[src/ddr3_mode_pkg.sv]
/*
  Shared constants, field layouts, carrier types and helper functions for the
  DRAM mode-control block: register offsets, mode register fields, DLL states.
  Assumes a 32-bit register port and at most two byte lanes.
*/
package ddr3_mode_pkg;
  localparam int ADDR_W = 8;
  localparam int DATA_W = 32;
  localparam int MR_W = 16;
  localparam int DQ_W = 16;
  localparam int LANES = 2;
  localparam int CNT_W = 10;
  localparam int FLD_W = 3;
  localparam int AL_W = 2;
  localparam int ERR_W = 3;

  // Register offsets
  localparam logic [ADDR_W-1:0] MR0_ADDR = 8'h00;
  localparam logic [ADDR_W-1:0] MR1_ADDR = 8'h04;
  localparam logic [ADDR_W-1:0] MR2_ADDR = 8'h08;
  localparam logic [ADDR_W-1:0] CFG_ADDR = 8'h0c;
  localparam logic [ADDR_W-1:0] STAT_ADDR = 8'h10;

  // Reset values
  localparam logic [MR_W-1:0] MR0_RST = 16'h0000;
  localparam logic [MR_W-1:0] MR1_RST = 16'h0000;
  localparam logic [MR_W-1:0] MR2_RST = 16'h0000;

  // Mode register fields
  localparam int MR0_CL_LSB = 4;
  localparam int MR0_DLL_RST_BIT = 8;
  localparam int MR1_DLL_OFF_BIT = 0;
  localparam int MR1_RTT0_BIT = 2;
  localparam int MR1_AL_LSB = 3;
  localparam int MR1_RTT1_BIT = 6;
  localparam int MR1_WLVL_BIT = 7;
  localparam int MR1_RTT2_BIT = 9;
  localparam int MR1_QOFF_BIT = 12;
  localparam int MR2_CWL_LSB = 3;
  localparam int CFG_X16_BIT = 0;

  // Status fields
  localparam int ST_ERR_LSB = 0;
  localparam int ST_LOCKED_BIT = 3;
  localparam int ST_WLVL_BIT = 4;
  localparam int ST_SAMPLE_LSB = 5;

  localparam int ERR_CL = 0;
  localparam int ERR_RTT = 1;
  localparam int ERR_ODT = 2;

  // Latency encodings
  localparam logic [3:0] CL_BASE = 4'h4;
  localparam logic [3:0] CWL_BASE = 4'h5;
  localparam logic [3:0] DLL_OFF_CL = 4'h6;
  localparam logic [3:0] DLL_OFF_CWL = 4'h6;
  localparam logic [AL_W-1:0] AL_CL1 = 2'h1;
  localparam logic [AL_W-1:0] AL_CL2 = 2'h2;

  // Nominal termination codes
  localparam logic [FLD_W-1:0] RTT_OFF = 3'h0;
  localparam logic [FLD_W-1:0] RTT_60 = 3'h1;
  localparam logic [FLD_W-1:0] RTT_120 = 3'h2;
  localparam logic [FLD_W-1:0] RTT_40 = 3'h3;
  localparam logic [FLD_W-1:0] RTT_30 = 3'h5;

  // Counts and lane masks
  localparam logic [CNT_W-1:0] DLLK_CK_CYCLES = 10'h200;
  localparam logic [CNT_W-1:0] CNT_ONE = 10'h001;
  localparam logic [DQ_W-1:0] PRIME_MASK = 16'h0101;
  localparam logic [DQ_W-1:0] X8_MASK = 16'h00ff;
  localparam logic [DQ_W-1:0] X16_MASK = 16'hffff;

  typedef struct packed {
    logic wr;
    logic rd;
    logic [ADDR_W-1:0] addr;
    logic [DATA_W-1:0] wdata;
  } reg_req_t;

  typedef struct packed {
    logic dqs_on;
    logic dq_on;
  } term_t;

  typedef enum logic [1:0] {DLL_DISABLED, DLL_UNRESET, DLL_LOCKING, DLL_LOCKED} dll_state_t;

  function automatic logic [3:0] cl_of(input logic [MR_W-1:0] mr0);
    cl_of = CL_BASE + {1'b0, mr0[MR0_CL_LSB +: FLD_W]};
  endfunction

  function automatic logic [3:0] cwl_of(input logic [MR_W-1:0] mr2);
    cwl_of = CWL_BASE + {1'b0, mr2[MR2_CWL_LSB +: FLD_W]};
  endfunction

  function automatic logic [FLD_W-1:0] rtt_of(input logic [MR_W-1:0] mr1);
    rtt_of = {mr1[MR1_RTT2_BIT], mr1[MR1_RTT1_BIT], mr1[MR1_RTT0_BIT]};
  endfunction

  function automatic logic [CNT_W-1:0] read_lat(input logic [MR_W-1:0] mr0,
                                                input logic [MR_W-1:0] mr1);
    logic [CNT_W-1:0] cl;
    logic [CNT_W-1:0] al;
    cl = {6'h00, cl_of(mr0)};
    al = '0;
    if (mr1[MR1_AL_LSB +: AL_W] == AL_CL1) begin
      al = cl - CNT_ONE;
    end else if (mr1[MR1_AL_LSB +: AL_W] == AL_CL2) begin
      al = cl - CNT_ONE - CNT_ONE;
    end
    read_lat = mr1[MR1_DLL_OFF_BIT] ? (al + cl - CNT_ONE) : (al + cl);
  endfunction
endpackage

[src/ddr3_mode_ctrl.sv]
/*
  DRAM mode control: DLL enable and lock tracking, DLL-off read latency,
  termination gating, and the device side of write leveling.
  Assumes a plain register port on clk_sys_in; CK, ODT and DQS arrive from
  outside the clock domain and are oversampled by clk_sys_in.
*/
// Behaviour
// - DLL off allows only read/write latency six
// - DLL off: read window one cycle earlier
// - DLL off: writes normal, termination unused
// - Mode bits select leveling and output disable
// - DQS edge samples CK onto first bit
// - Wide parts: each lane reports independently
// - Leveling: strobes are inputs, data outputs
// - Leveling: ODT switches strobe termination only
// - Outputs off: strobes ignored, data floating
// - Outputs on: report CK, restricted termination
// - DLL mode bit set disables, cleared enables
`timescale 1ns/1ps
module ddr3_mode_ctrl (
  input wire logic clk_sys_in,
  input wire logic sys_rst_in,
  input wire logic ce_in,
  input wire ddr3_mode_pkg::reg_req_t bus_req_in,
  output logic [ddr3_mode_pkg::DATA_W-1:0] rd_data_out,
  input wire logic ck_in,
  input wire logic odt_in,
  input wire logic [ddr3_mode_pkg::LANES-1:0] dqs_in,
  input wire logic read_cmd_in,
  output logic [ddr3_mode_pkg::DQ_W-1:0] dq_out,
  output logic [ddr3_mode_pkg::DQ_W-1:0] dq_oe_out,
  output ddr3_mode_pkg::term_t term_out,
  output logic read_window_out,
  output logic dll_locked_out
);
  // Pin synchronisers
  logic ck_meta;
  logic ck_sync;
  logic ck_prev;
  logic odt_meta;
  logic odt_sync;
  logic [ddr3_mode_pkg::LANES-1:0] dqs_meta;
  logic [ddr3_mode_pkg::LANES-1:0] dqs_sync;
  logic [ddr3_mode_pkg::LANES-1:0] dqs_prev;
  logic ck_rise;
  logic [ddr3_mode_pkg::LANES-1:0] dqs_rise;

  always_ff @(posedge clk_sys_in) begin
    if (sys_rst_in) begin
      ck_meta <= 1'b0;
      ck_sync <= 1'b0;
      ck_prev <= 1'b0;
      odt_meta <= 1'b0;
      odt_sync <= 1'b0;
      dqs_meta <= '0;
      dqs_sync <= '0;
      dqs_prev <= '0;
    end else if (ce_in) begin
      ck_meta <= ck_in;
      ck_sync <= ck_meta;
      ck_prev <= ck_sync;
      odt_meta <= odt_in;
      odt_sync <= odt_meta;
      dqs_meta <= dqs_in;
      dqs_sync <= dqs_meta;
      dqs_prev <= dqs_sync;
    end
  end

  assign ck_rise = ck_sync & ~ck_prev;
  assign dqs_rise = dqs_sync & ~dqs_prev;

  // Register file
  logic [ddr3_mode_pkg::MR_W-1:0] mr0;
  logic [ddr3_mode_pkg::MR_W-1:0] mr1;
  logic [ddr3_mode_pkg::MR_W-1:0] mr2;
  logic x16;
  logic [ddr3_mode_pkg::ERR_W-1:0] err;
  logic [ddr3_mode_pkg::DATA_W-1:0] rdata;
  logic [ddr3_mode_pkg::MR_W-1:0] next_mr0;
  logic [ddr3_mode_pkg::MR_W-1:0] next_mr1;
  logic [ddr3_mode_pkg::MR_W-1:0] next_mr2;
  logic next_x16;
  logic [ddr3_mode_pkg::ERR_W-1:0] next_err;
  logic [ddr3_mode_pkg::DATA_W-1:0] next_rdata;
  logic [ddr3_mode_pkg::ERR_W-1:0] err_set;
  logic [ddr3_mode_pkg::ERR_W-1:0] err_clr;
  logic dll_rst_req;
  logic dll_off;
  logic wlvl;
  logic qoff;
  logic [ddr3_mode_pkg::FLD_W-1:0] rtt;
  logic [ddr3_mode_pkg::LANES-1:0] sample;

  assign dll_off = mr1[ddr3_mode_pkg::MR1_DLL_OFF_BIT];
  assign wlvl = mr1[ddr3_mode_pkg::MR1_WLVL_BIT];
  assign qoff = mr1[ddr3_mode_pkg::MR1_QOFF_BIT];
  assign rtt = ddr3_mode_pkg::rtt_of(mr1);

  always_comb begin
    err_set = '0;
    // Latencies other than six are unsupported with the DLL off
    err_set[ddr3_mode_pkg::ERR_CL] = dll_off &&
      (ddr3_mode_pkg::cl_of(mr0) != ddr3_mode_pkg::DLL_OFF_CL ||
       ddr3_mode_pkg::cwl_of(mr2) != ddr3_mode_pkg::DLL_OFF_CWL);
    // Termination value legality while leveling
    if (wlvl && odt_sync) begin
      if (qoff) begin
        err_set[ddr3_mode_pkg::ERR_RTT] = rtt == ddr3_mode_pkg::RTT_OFF ||
          rtt > ddr3_mode_pkg::RTT_30;
      end else begin
        err_set[ddr3_mode_pkg::ERR_RTT] = rtt != ddr3_mode_pkg::RTT_40 &&
          rtt != ddr3_mode_pkg::RTT_60 && rtt != ddr3_mode_pkg::RTT_120;
      end
    end
    // ODT must stay low with the DLL off
    err_set[ddr3_mode_pkg::ERR_ODT] = dll_off && odt_sync;
  end

  always_comb begin
    next_mr0 = mr0;
    next_mr1 = mr1;
    next_mr2 = mr2;
    next_x16 = x16;
    next_rdata = '0;
    err_clr = '0;
    dll_rst_req = 1'b0;
    if (bus_req_in.wr) begin
      if (bus_req_in.addr == ddr3_mode_pkg::MR0_ADDR) begin
        // DLL reset bit self-clears
        next_mr0 = bus_req_in.wdata[ddr3_mode_pkg::MR_W-1:0];
        next_mr0[ddr3_mode_pkg::MR0_DLL_RST_BIT] = 1'b0;
        dll_rst_req = bus_req_in.wdata[ddr3_mode_pkg::MR0_DLL_RST_BIT];
      end else if (bus_req_in.addr == ddr3_mode_pkg::MR1_ADDR) begin
        next_mr1 = bus_req_in.wdata[ddr3_mode_pkg::MR_W-1:0];
      end else if (bus_req_in.addr == ddr3_mode_pkg::MR2_ADDR) begin
        next_mr2 = bus_req_in.wdata[ddr3_mode_pkg::MR_W-1:0];
      end else if (bus_req_in.addr == ddr3_mode_pkg::CFG_ADDR) begin
        next_x16 = bus_req_in.wdata[ddr3_mode_pkg::CFG_X16_BIT];
      end else if (bus_req_in.addr == ddr3_mode_pkg::STAT_ADDR) begin
        err_clr = bus_req_in.wdata[ddr3_mode_pkg::ST_ERR_LSB +: ddr3_mode_pkg::ERR_W];
      end
    end
    if (bus_req_in.rd) begin
      if (bus_req_in.addr == ddr3_mode_pkg::MR0_ADDR) begin
        next_rdata[ddr3_mode_pkg::MR_W-1:0] = mr0;
      end else if (bus_req_in.addr == ddr3_mode_pkg::MR1_ADDR) begin
        next_rdata[ddr3_mode_pkg::MR_W-1:0] = mr1;
      end else if (bus_req_in.addr == ddr3_mode_pkg::MR2_ADDR) begin
        next_rdata[ddr3_mode_pkg::MR_W-1:0] = mr2;
      end else if (bus_req_in.addr == ddr3_mode_pkg::CFG_ADDR) begin
        next_rdata[ddr3_mode_pkg::CFG_X16_BIT] = x16;
      end else if (bus_req_in.addr == ddr3_mode_pkg::STAT_ADDR) begin
        next_rdata[ddr3_mode_pkg::ST_ERR_LSB +: ddr3_mode_pkg::ERR_W] = err;
        next_rdata[ddr3_mode_pkg::ST_LOCKED_BIT] = dll_locked_out;
        next_rdata[ddr3_mode_pkg::ST_WLVL_BIT] = wlvl;
        next_rdata[ddr3_mode_pkg::ST_SAMPLE_LSB +: ddr3_mode_pkg::LANES] = sample;
      end
    end
    // Set wins over clear
    next_err = (err & ~err_clr) | err_set;
  end

  always_ff @(posedge clk_sys_in) begin
    if (sys_rst_in) begin
      mr0 <= ddr3_mode_pkg::MR0_RST;
      mr1 <= ddr3_mode_pkg::MR1_RST;
      mr2 <= ddr3_mode_pkg::MR2_RST;
      x16 <= 1'b0;
      err <= '0;
      rdata <= '0;
    end else if (ce_in) begin
      mr0 <= next_mr0;
      mr1 <= next_mr1;
      mr2 <= next_mr2;
      x16 <= next_x16;
      err <= next_err;
      rdata <= next_rdata;
    end
  end
  assign rd_data_out = rdata;
  // DLL state and lock count
  ddr3_mode_pkg::dll_state_t dll_state;
  ddr3_mode_pkg::dll_state_t next_dll_state;
  logic lock_start;
  logic lock_done;

  assign lock_start = ce_in && dll_rst_req && !dll_off;

  // Lock time counted in sampled CK edges
  ck_tick_timer lock_timer (
    .clk_sys_in(clk_sys_in),
    .sys_rst_in(sys_rst_in),
    .ce_in(ce_in),
    .start_in(lock_start),
    .load_in(ddr3_mode_pkg::DLLK_CK_CYCLES),
    .tick_in(ck_rise),
    .busy_out(),
    .done_out(lock_done)
  );

  always_comb begin
    next_dll_state = dll_state;
    if (dll_off) begin
      next_dll_state = ddr3_mode_pkg::DLL_DISABLED;
    end else begin
      case (dll_state)
        ddr3_mode_pkg::DLL_DISABLED: begin
          next_dll_state = ddr3_mode_pkg::DLL_UNRESET;
        end
        ddr3_mode_pkg::DLL_UNRESET: begin
          if (lock_start) begin
            next_dll_state = ddr3_mode_pkg::DLL_LOCKING;
          end
        end
        ddr3_mode_pkg::DLL_LOCKING: begin
          if (lock_done && !lock_start) begin
            next_dll_state = ddr3_mode_pkg::DLL_LOCKED;
          end
        end
        default: begin
          if (lock_start) begin
            next_dll_state = ddr3_mode_pkg::DLL_LOCKING;
          end
        end
      endcase
    end
  end

  always_ff @(posedge clk_sys_in) begin
    if (sys_rst_in) begin
      dll_state <= ddr3_mode_pkg::DLL_UNRESET;
    end else if (ce_in) begin
      dll_state <= next_dll_state;
    end
  end
  assign dll_locked_out = dll_state == ddr3_mode_pkg::DLL_LOCKED;
  // Read access window timing
  logic rd_start;

  assign rd_start = ce_in && read_cmd_in;

  // Window starts AL + CL, or AL + CL - 1 with the DLL off
  ck_tick_timer rd_timer (
    .clk_sys_in(clk_sys_in),
    .sys_rst_in(sys_rst_in),
    .ce_in(ce_in),
    .start_in(rd_start),
    .load_in(ddr3_mode_pkg::read_lat(mr0, mr1)),
    .tick_in(ck_rise),
    .busy_out(),
    .done_out(read_window_out)
  );

  // Write leveling lanes and termination
  logic [ddr3_mode_pkg::LANES-1:0] next_sample;
  logic [ddr3_mode_pkg::DQ_W-1:0] dq;
  logic [ddr3_mode_pkg::DQ_W-1:0] next_dq;
  logic [ddr3_mode_pkg::DQ_W-1:0] dq_oe;
  logic [ddr3_mode_pkg::DQ_W-1:0] next_dq_oe;
  ddr3_mode_pkg::term_t term;
  ddr3_mode_pkg::term_t next_term;
  logic lev_drive;
  logic rtt_on;

  assign lev_drive = wlvl && !qoff;
  assign rtt_on = odt_sync && rtt != ddr3_mode_pkg::RTT_OFF;

  always_comb begin
    next_sample = sample;
    for (int i = 0; i < ddr3_mode_pkg::LANES; i++) begin
      // Strobes ignored while outputs are off
      if (lev_drive && dqs_rise[i]) begin
        next_sample[i] = ck_sync;
      end
    end
    next_dq = '0;
    next_dq_oe = '0;
    if (lev_drive) begin
      // Data pins turn into outputs
      next_dq_oe = x16 ? ddr3_mode_pkg::X16_MASK : ddr3_mode_pkg::X8_MASK;
      next_dq[0] = next_sample[0];
      next_dq[ddr3_mode_pkg::DQ_W / ddr3_mode_pkg::LANES] = x16 && next_sample[1];
    end
    // No termination with the DLL off or relocking
    next_term.dqs_on = rtt_on && !dll_off && dll_state == ddr3_mode_pkg::DLL_LOCKED;
    next_term.dq_on = next_term.dqs_on && !wlvl;
  end

  always_ff @(posedge clk_sys_in) begin
    if (sys_rst_in) begin
      sample <= '0;
      dq <= '0;
      dq_oe <= '0;
      term <= '0;
    end else if (ce_in) begin
      sample <= next_sample;
      dq <= next_dq;
      dq_oe <= next_dq_oe;
      term <= next_term;
    end
  end

  assign dq_out = dq;
  assign dq_oe_out = dq_oe;
  assign term_out = term;

  // Checks
  logic [ddr3_mode_pkg::CNT_W-1:0] rd_ticks;
  logic [ddr3_mode_pkg::CNT_W-1:0] rd_expect;

  always_ff @(posedge clk_sys_in) begin
    if (sys_rst_in) begin
      rd_ticks <= '0;
      rd_expect <= '0;
    end else if (rd_start) begin
      rd_ticks <= '0;
      rd_expect <= ddr3_mode_pkg::read_lat(mr0, mr1);
    end else if (ce_in && ck_rise) begin
      rd_ticks <= rd_ticks + ddr3_mode_pkg::CNT_ONE;
    end
  end
endmodule

[src/ck_tick_timer.sv]
/*
  Down counter that counts sampled clock edges after a start pulse and gives
  a one-cycle done pulse on the system clock. Assumes a load of at least one.
*/
`timescale 1ns/1ps
module ck_tick_timer (
  input wire logic clk_sys_in,
  input wire logic sys_rst_in,
  input wire logic ce_in,
  input wire logic start_in,
  input wire logic [ddr3_mode_pkg::CNT_W-1:0] load_in,
  input wire logic tick_in,
  output logic busy_out,
  output logic done_out
);
  logic [ddr3_mode_pkg::CNT_W-1:0] count;
  logic [ddr3_mode_pkg::CNT_W-1:0] next_count;
  logic busy;
  logic next_busy;
  logic done;
  logic next_done;

  always_comb begin
    next_count = count;
    next_busy = busy;
    next_done = 1'b0;
    if (start_in) begin
      next_count = load_in;
      next_busy = 1'b1;
    end else if (busy && tick_in) begin
      if (count == ddr3_mode_pkg::CNT_ONE) begin
        next_busy = 1'b0;
        next_done = 1'b1;
      end
      next_count = count - ddr3_mode_pkg::CNT_ONE;
    end
  end

  always_ff @(posedge clk_sys_in) begin
    if (sys_rst_in) begin
      count <= '0;
      busy <= 1'b0;
      done <= 1'b0;
    end else if (ce_in) begin
      count <= next_count;
      busy <= next_busy;
      done <= next_done;
    end
  end

  assign busy_out = busy;
  assign done_out = done;
endmodule

[config.mk]
export PLATFORM = sky130hd
export DESIGN_NAME = ddr3_mode_ctrl
export DESIGN_NICKNAME = d
export VERILOG_FILES = /design/src/ddr3_mode_pkg.sv /design/src/ddr3_mode_ctrl.sv /design/src/ck_tick_timer.sv
export SDC_FILE = /design/constraint.sdc
export NUM_CORES = 1
export LEC_CHECK = 0
export BUFFER_PORTS_ARGS = -buffer_cell sky130_fd_sc_hd__buf_2
export CORE_AREA = 3 3 130 132
export CTS_CLUSTER_DIAMETER = 100
export CTS_CLUSTER_SIZE = 12
export DETAILED_ROUTE_END_ITERATION = 12
export DIE_AREA = 0 0 133 135
export GPL_ROUTABILITY_DRIVEN = 0
export GPL_TIMING_DRIVEN = 0
export PLACE_DENSITY_LB_ADDON = 0.3
export SLEW_MARGIN = 20
export SYNTH_ARGS = -nofsm -noshare
export SYNTH_HDL_FRONTEND = slang
export SYNTH_HIERARCHICAL = 1
export SYNTH_SLANG_ARGS = --single-unit
export TNS_END_PERCENT = 100
[constraint.sdc]
create_clock -name clk_sys_in -period 4.2 [get_ports clk_sys_in]
set_input_delay 0.42 -clock clk_sys_in [delete_from_list [all_inputs] [get_ports clk_sys_in]]
set_output_delay 0.42 -clock clk_sys_in [all_outputs]
set_load 0.05 [all_outputs]
# After elaboration in Yosys (flattened, before gate mapping)
# Cells that the tools add are included.
word_totals:
  elab_cells: 151
  input_bits: 50
  register_bits: 126
  out_inout_bits: 68
op_classes:
  muxes: 47
  n_reduce_logical: 43
  order_cmp: 1
  n_eq_ne: 16
  n_bitwise: 10
  addsub: 8
ops:
  columns: ["operator", "n"]
  rows:
  - ["$mux 16", 5]
  - ["$mux 10", 7]
  - ["$sub 10x1->10 const B", 3]
  - ["$mux 1", 21]
  - ["$eq 10x1->1 const B", 2]
  - ["$logic_and 1x1->1", 19]
  - ["$mux 3", 6]
  - ["$eq 8x4->1 const B", 2]
  - ["$mux 7", 2]
  - ["$reduce_and 3->1", 4]
  - ["$add 10x4->10", 1]
  - ["$mux 9", 1]
  - ["$add 3x3->4 const A", 2]
  - ["$eq 8x3->1 const B", 1]
  - ["$eq 8x5->1 const B", 1]
  - ["$logic_not 8->1", 1]
  - ["$ne 4x3->1 const B", 2]
  - ["$reduce_bool 2->1", 4]
  - ["$eq 2x2->1 const B", 3]
  - ["$mux 2", 3]
  - ["$mux 6", 1]
  - ["$ne 3x2->1 const B", 2]
  - ["$reduce_and 6->1", 1]
  - ["$sub 5x2->6 const B", 1]
  - ["other kinds (22)", 30]

# Longest topological paths before layout
# Gate-level depths: netlist of run 1.
logic_depth:
  word_depth: 10
  depth_mapped: 15
  ltp_nobuf: 15

# Modules after synthesis
# Netlist of run 1, hierarchy kept.
modules_own_cells:
  columns: ["mod", "cells_per_inst", "area_each_um2", "seq_area_each_um2", "n_inst"]
  rows:
  - ["ddr3_mode_ctrl", 541, 4581.9, 1761.7, 1]
  - ["ck_tick_timer (lock_timer)", 94, 725.7, 240.2, 1]
  - ["ck_tick_timer (rd_timer)", 89, 713.2, 240.2, 1]

# Least setup slack after synthesis of run 1
# No wires, ideal clock.
synth_timing:
  path_type: "register to register"
  start: "register mr0[4] in the netlist's numbering"
  end: "register rd_timer/count[5] in the netlist's numbering"
  path_buffers: 0
  setup_slack_ps: 876
  period_less_slack_ps: 3324
  path_stages_with_launch: 14
  setup_time_ps: 129
  required_ps: 4071
  t_arrival_ps: 3195
  cell_sequence: "dfxtp_1 inv_1 ha_1 nand2_1 or4b_2 o21ai_0 ha_1 a21oi_1 nand2_1 xor2_1 nand3b_1 xnor2_1 a32oi_1 a21oi_2"
synth_via:
  elab_chain_len: 9
synth_rtl:
  columns: ["element", "line_no", "text"]
  rows:
  - ["from (decl)", "ddr3_mode_ctrl.sv:74", "logic [ddr3_mode_pkg::MR_W-1:0] mr0;"]
  - ["from (signal assigned)", "ddr3_mode_ctrl.sv:166", "mr0 <= ddr3_mode_pkg::MR0_RST;"]
  - ["from (signal assigned)", "ddr3_mode_ctrl.sv:173", "mr0 <= next_mr0;"]
  - ["$add 3x3->4 *", null, null]
  - ["$sub 4x1->5", null, null]
  - ["$sub 5x2->6", null, null]
  - ["$mux 10 (2 in a row)", null, null]
  - ["$add 10x4->10 *", "ddr3_mode_pkg.sv:111", "read_lat = mr1[MR1_DLL_OFF_BIT] ? (al + cl - CNT_ONE) : (al + cl);"]
  - ["$sub 10x1->10", "ddr3_mode_pkg.sv:111", null]
  - ["$mux 10 *", "ddr3_mode_pkg.sv:111", null]
  - ["$mux 10 *", "ck_tick_timer.sv:27", "if (start_in) begin"]
  - ["to (signal assigned)", "ck_tick_timer.sv:45", "count <= next_count;"]
  - ["to (decl)", "ck_tick_timer.sv:16", "logic [ddr3_mode_pkg::CNT_W-1:0] count;"]
# Every way passes the cells marked *; elsewhere a longest branch is shown, timed or not.
# A chain may end at the register's enable or synchronous reset.

# Worst setup path in the final report of run 1
# Same ends and word-level chain as after synthesis.

==> flow_metrics.py, run 1 <==
metrics = {
    "run_status": {
        "status": "complete, no violations",
    },
    "clocking": {
        "htree_levels": 3,
        "cts_tree": "yes",
        "cts_resized": 0,
        "numClockSinks": 112,
        "cts.hold.buffers_added": 0,
        "clk_path_buf_depth": 2,
        "cts_buffers": 9,
        "clockRootBuffer": "clkbuf_16",
        "clk_transition_reported_paths_ns": 0.08,
        "post_cts_buffers": 0,
        "clk_latency_ns": 0.36,
    },
    "global_route": {
        "grt_max_degree": 21,
        "gr-usage-all-layers_pct": 17.7,
        "grt_first_pass_wirelength_mm": 25.7,
        "overflow": 0,
        "antenna_found_initial": 0,
        "grt_pass1_vias": 4943,
    },
    "sta": {
        "tns_ns": 0,
        "period_share_pct": 89.2,
        "fmax_ghz": 0.267,
        "skew_ns": 0.00757,
        "fin_ws_ns": 0.452,
        "min_period_ns": 3.75,
        "setup_viol": 0,
        "maxSlewViolCount": 0,
        "rsz0062_at_grt": "false",
        "worst_slew_pin_slew_ns": 0.914,
        "hold_viol": 0,
        "slew-limit-headroom_pct": 38.5,
    },
    "synth": {
        "ys_seq_area_share_pct": 37.2,
        "synth.most_common_cell": "dfxtp_1",
        "yosys_warnings": 6,
        "syn_inst": 724,
        "synth_top_area_share_pct": 37.2,
        "synthArstFlopShare_pct": 0,
        "synth_area_mm2": 0.00602,
        "yosys.area.top_type": "dfxtp_1",
        "ys_seq_elements": 112,
        "synthTopCellsByCount": "dfxtp_1 (112), nor2_1 (76), nand2_1 (72), a21oi_1 (60), mux2i_1 (53)",
        "synth_cell_types": 63,
        "synth-edff-count": 0,
        "avgSynthCellArea_um2": 8.32,
        "ys_top_cells_by_area": "dfxtp_1 (37%), mux2i_1 (8.8%), buf_4 (5.6%)",
        "synthFlopType": "dfxtp_1",
    },
    "floorplan": {
        "die_area_mm2": 0.0180,
        "die_h_um": 135,
        "die_w_um": 133,
        "io_pins": 118,
        "core_area_mm2": 0.0158,
        "start_util_pct": 38.0,
        "num_rows": 46,
    },
    "setup_path": {
        "crit_fanout": 9,
        "crit_buf_inv": 1,
        "end_kind": "flip-flop",
        "cp.required_ns": 4.44,
        "worstPathArrival_ns": 3.98,
        "slowest_delay_ns": 0.71,
        "critPathKind": "reg2reg",
        "cpMaxStageDelayCell": "or4b_2",
        "path_cells": "inv_1, ha_1, nand2_1, or4b_2, o21ai_0, ha_1, a21oi_1, nand2_1, xor2_1, nand3b_1, xnor2_1, a32oi_1, a21oi_2",
        "start_kind": "flip-flop",
        "path_delay_family": "simple AND/OR/NAND/NOR gates",
    },
    "layout": {
        "fin_nets": 908,
        "post-route-util_pct": 44.9,
        "syn2layout_area_growth_pct": 18.0,
        "n_antenna_cell": 0,
        "drive_above_1_share_pct": 18.6,
    },
    "place": {
        "numPortBuffers": 71,
        "hpwlAfterDp_mm": 11.7,
        "pre_cts_slack_ns": 0.468,
    },
    "pwr": {
        "p_total_w": 0.00223,
        "vdd_ir_drop_max_v": 0.000242,
        "total_leakage_power_nw": 2.98,
        "powerDensity_mw_per_mm2": 314,
    },
    "route": {
        "wl_mm": 16.0,
        "antenna_left": 0,
        "vias": 5377,
        "remaining_drc_errors": 0,
        "routed_via_density": 5.05,
        "avgRoutedWirePerCell_um": 15.0,
        "first_iter_violations": 439,
        "first_pass_iters": 5,
    },
    "min_path": {
        "hold_path.class": "in2reg",
    },
    "run": {
        "max_cap_viol_count": 0,
    },
}
## sequential cells by signal, indices dropped and copies added (netlist names), 3 cells and up
signal / count
rd_timer/count: 10
mr1: 16
lock_timer/count: 10
mr0: 15
mr2: 16
rd_data_out: 16
err: 3
## layout make-up
cell class                      count  area, µm²
Buffer                             83        490
Fill cell                        1584       8720
Tap cell                          216        270
Inverter                           23       86.3
Timing Repair Buffer               71        355
Sequential cell                   112       2240
Clock buffer                        9        225
Multi-Input combinational cell    544       3350
Clock inverter                      7       86.3
## final timing paths
kind / from / end / slack, ns / cells past startpoint
max: mr0[4] / rd_timer/count[5] / 0.45 / 13
min: ck_in / ck_meta / 0.30 / 3
max reg2reg: mr0[4] / rd_timer/count[5] / 0.45 / 13
min reg2reg: mr1[13] / mr1[13] / 0.46 / 2
## through the flow
step / instances / hold slack, ns / instance area (µm²)
after floorplan: 762 / 0.436 / 6160
after global placement: 1049 / 0.444 / 6790
after detailed placement: 1049 / 0.447 / 6800
after CTS: 1065 / 0.294 / 7110
after global routing: 1065 / 0.305 / 7110
final: 1065 / 0.304 / 7110
## kinds of logic (layout without fill, tap and decap cells)
kind of cell | count (synthesis) | after routing | synth area share (%)
buf+inv | 106 | 193 | 9.58
xor+xnor | 11 | 11 | 1.60
other cells | 2 | 40 | 0.125
fa+ha+maj | 14 | 14 | 3.03
flops | 112 | 112 | 37.2
mux | 53 | 53 | 8.81
compound gates | 165 | 165 | 17.4
simple gates | 261 | 261 | 22.2
## placed cells by master, fill, tap and decap left out, types with 6 or more instances in the layout
cell and n:
a22o_1 10, dfxtp_1 112, buf_2 73, buf_4 45, nor3_1 8, nand4b_1 7
o21ai_0 33, inv_1 22, conb_1 40, nor2_1 76, a21oi_1 60, nand3_1 27
nand2_1 72, nor4_1 11, nand2b_1 6, ha_1 13, clkbuf_1 33, a31oi_1 7
clkbuf_16 9, a211oi_1 13, or2_2 6, mux2i_1 53, xor2_1 7, or4_1 7
## layer usage
layer	GRT usage [%]	part of all wire, %
met1	23.6	47
met2	28.4	45
met3	3.99	5.0
met4	5.60	2.1
met5	0	0
## power by group
part           internal (W)  total [W]  switching, W  leakage (nW)
Clock              0.000478   0.000915      0.000437         0.156
Combinational     0.0000711   0.000237      0.000165          1.92
Sequential          0.00107    0.00108    0.00000991         0.904
Total               0.00162    0.00223      0.000612          2.98
## worst register-to-register path, delay by kind of cell, from the launching register on
| family | cells | cell delay (ns) |
|---|---|---|
| buffers and inverters | 1 | 0.15 |
| adder cells (fa/ha/maj) | 2 | 0.72 |
| AND/OR/NAND/NOR | 4 | 1.13 |
| AO/OA/AOI/OAI | 4 | 0.68 |
| XOR/XNOR | 2 | 0.46 |
| flip-flops | 1 | 0.49 |
(Power assumes the default switching activity.)
==> inputs of run 2 (changes only) <==
--- a/config.mk
+++ b/config.mk
@@ -6,13 +6,14 @@
 export NUM_CORES = 1
 export LEC_CHECK = 0
 export BUFFER_PORTS_ARGS = -buffer_cell sky130_fd_sc_hd__buf_2
-export CORE_AREA = 3 3 130 132
+export CORE_AREA = 3 3 100 173
 export CTS_CLUSTER_DIAMETER = 100
 export CTS_CLUSTER_SIZE = 12
 export DETAILED_ROUTE_END_ITERATION = 12
-export DIE_AREA = 0 0 133 135
+export DIE_AREA = 0 0 103 176
 export GPL_ROUTABILITY_DRIVEN = 0
 export GPL_TIMING_DRIVEN = 0
+export MAX_ROUTING_LAYER = met4
 export PLACE_DENSITY_LB_ADDON = 0.3
 export SLEW_MARGIN = 20
 export SYNTH_ARGS = -nofsm -noshare
==> run 2 against run 1 <==
Net effect:
- critical path depth stayed put
- wire length increased by 5.6%
- clock skew up 0.0036 ns
- non-clock buffer count stayed put
- largest power group unchanged
- clock power shrank 5.2%
- largest cell class unchanged
- via count grew 1.4%
- worst hold slack improved by 0.018 ns
- highest routed layer unchanged
- first-iteration DRC count shrank 54%
- die area grew 0.96%
- fmax decreased by 2.1%
==> flow_metrics.py, run 2 (synthesis results as in run 1) <==
metrics = {
    "setup_path": {
        "rrSetupSlack_ns": 0.37,
        "critPathKind": "reg2reg",
        "start_kind": "flip-flop",
        "path_cells": "inv_1, ha_1, nand2_1, or4b_2, o21ai_0, ha_1, a21oi_1, nand2_1, xor2_1, nand3b_1, a22oi_1, o21ai_0, nor4_1",
        "path_depth": 13,
        "slowest_delay_ns": 0.70,
        "rr_endpoint": "rd_timer/count[9]",
        "crit_buf_inv": 1,
        "cpMaxStageDelayCell": "or4b_2",
        "path_delay_family": "simple AND/OR/NAND/NOR gates",
        "crit_fanout": 9,
        "r2r.worst_path.cells": 13,
        "cp.required_ns": 4.45,
        "end_kind": "flip-flop",
        "worstPathArrival_ns": 4.08,
        "reg2reg_from": "mr0[4]",
    },
    "global_route": {
        "overflow": 0,
        "grt_max_degree": 22,
        "gr-usage-all-layers_pct": 19.2,
        "grt_first_pass_wirelength_mm": 26.8,
        "antenna_found_initial": 0,
        "grt_pass1_vias": 5330,
    },
    "min_path": {
        "hold_path.class": "in2reg",
        "hold_depth": 3,
        "holdPathEnd": "dqs_meta[0]",
        "hold_start": "dqs_in[0]",
    },
    "clocking": {
        "clockRootBuffer": "clkbuf_16",
        "cts_resized": 0,
        "cts.hold.buffers_added": 0,
        "cts_tree": "yes",
        "htree_levels": 3,
        "clk_transition_reported_paths_ns": 0.08,
        "numClockSinks": 112,
        "clk_path_buf_depth": 2,
        "cts_buffers": 9,
        "post_cts_buffers": 0,
        "clk_latency_ns": 0.35,
    },
    "route": {
        "vias": 5451,
        "avgRoutedWirePerCell_um": 16.3,
        "first_iter_violations": 200,
        "routed_via_density": 5.25,
        "first_pass_iters": 4,
        "antenna_left": 0,
        "remaining_drc_errors": 0,
        "wl_mm": 16.9,
    },
    "place": {
        "hpwlAfterDp_mm": 13.1,
        "dp.cells": 1022,
        "numPortBuffers": 71,
        "dpl_cell_area_mm2": 0.00676,
    },
    "run": {
        "max_cap_viol_count": 0,
    },
    "floorplan": {
        "die_h_um": 176,
        "start_util_pct": 37.6,
        "die_w_um": 103,
        "core_area_mm2": 0.0160,
        "io_pins": 118,
        "die_area_mm2": 0.0181,
        "num_rows": 61,
    },
    "layout": {
        "syn2layout_area_growth_pct": 17.2,
        "final_cell_mix": "dfxtp_1 (112), nor2_1 (76), buf_2 (73)",
        "stdcell_area_mm2": 0.00706,
        "drive_above_1_share_pct": 18.6,
        "fin_nets": 908,
        "final_cells": 1038,
        "n_antenna_cell": 0,
        "mostFrequentLayoutCell": "dfxtp_1",
    },
    "pwr": {
        "powerDensity_mw_per_mm2": 310,
        "vdd_ir_drop_max_v": 0.000295,
        "total_leakage_power_nw": 2.97,
    },
    "sta": {
        "hold_viol": 0,
        "slew-limit-headroom_pct": 43.0,
        "worst_slew_pin_slew_ns": 0.849,
        "holdWs_ns": 0.321,
        "tns_ns": 0,
        "period_share_pct": 91.2,
        "maxSlewViolCount": 0,
        "rsz0062_at_grt": "false",
        "min_period_ns": 3.83,
        "setup_viol": 0,
        "skew_ns": 0.0112,
        "fmax_ghz": 0.261,
    },
    "run_status": {
        "status": "complete, no violations",
    },
}
## run 2: cell count changes in the layout (fill, tap and decap cells not counted)
cell        change
inv_6           +1
clkinv_8        +1
bufinv_16       -1
inv_8           -1
clkinvlp_4      +1
clkinv_2        -1
## run 2: metrics by stage
stage | utilization [%] | total power [W] | setup slack, ns
floorplan | - | 0.00128 | 0.876
global placement | 42.1 | 0.00134 | 0.410
detailed placement | 42.2 | 0.00135 | 0.350
CTS | 44.0 | 0.00220 | 0.323
global route | 44.0 | 0.00226 | 0.0712
finish | 44.0 | 0.00219 | 0.371
## run 2: worst max path at each step
stage / start / end / slack [ns]
6_report: mr0[4] / rd_timer/count[9] / 0.37
5_1_grt: mr0[4] / rd_timer/count[7] / 0.07
4_1_cts: mr0[4] / rd_timer/count[9] / 0.32
3_5_place_dp: mr0[4] / rd_timer/count[9] / 0.35
3_3_place_gp: mr0[4] / rd_timer/count[9] / 0.41
2_1_floorplan: mr0[4] / rd_timer/count[5] / 0.88
## run 2: routing by layer
metal	routed length (µm)	GRT usage (%)	up-vias
li1	-	-	2735
met2	9210	34.9	145
met5	0	-	-
met3	554	2.14	34
met1	6550	20.3	2537
met4	567	8.75	0
## run 2: cell type report
class,instances,area [µm²]
Fill cell,1648,8970
Multi-Input combinational cell,544,3350
Sequential cell,112,2240
Buffer,83,490
Timing Repair Buffer,71,355
Tap cell,189,236
Clock buffer,9,225
Inverter,23,86.3
Clock inverter,7,72.6
## run 2: tightest hold or removal path, stage by stage
cell     delay [ns]
buf_2          0.08
mux2i_1        0.06
nor2_1         0.07
## run 2: where the power goes
| group | leakage [nW] | total (W) | internal (W) | switching, W |
|---|---|---|---|---|
| Sequential | 0.904 | 0.00108 | 0.00107 | 0.00000988 |
| Combinational | 1.92 | 0.000241 | 0.0000711 | 0.000169 |
| Clock | 0.143 | 0.000867 | 0.000423 | 0.000445 |
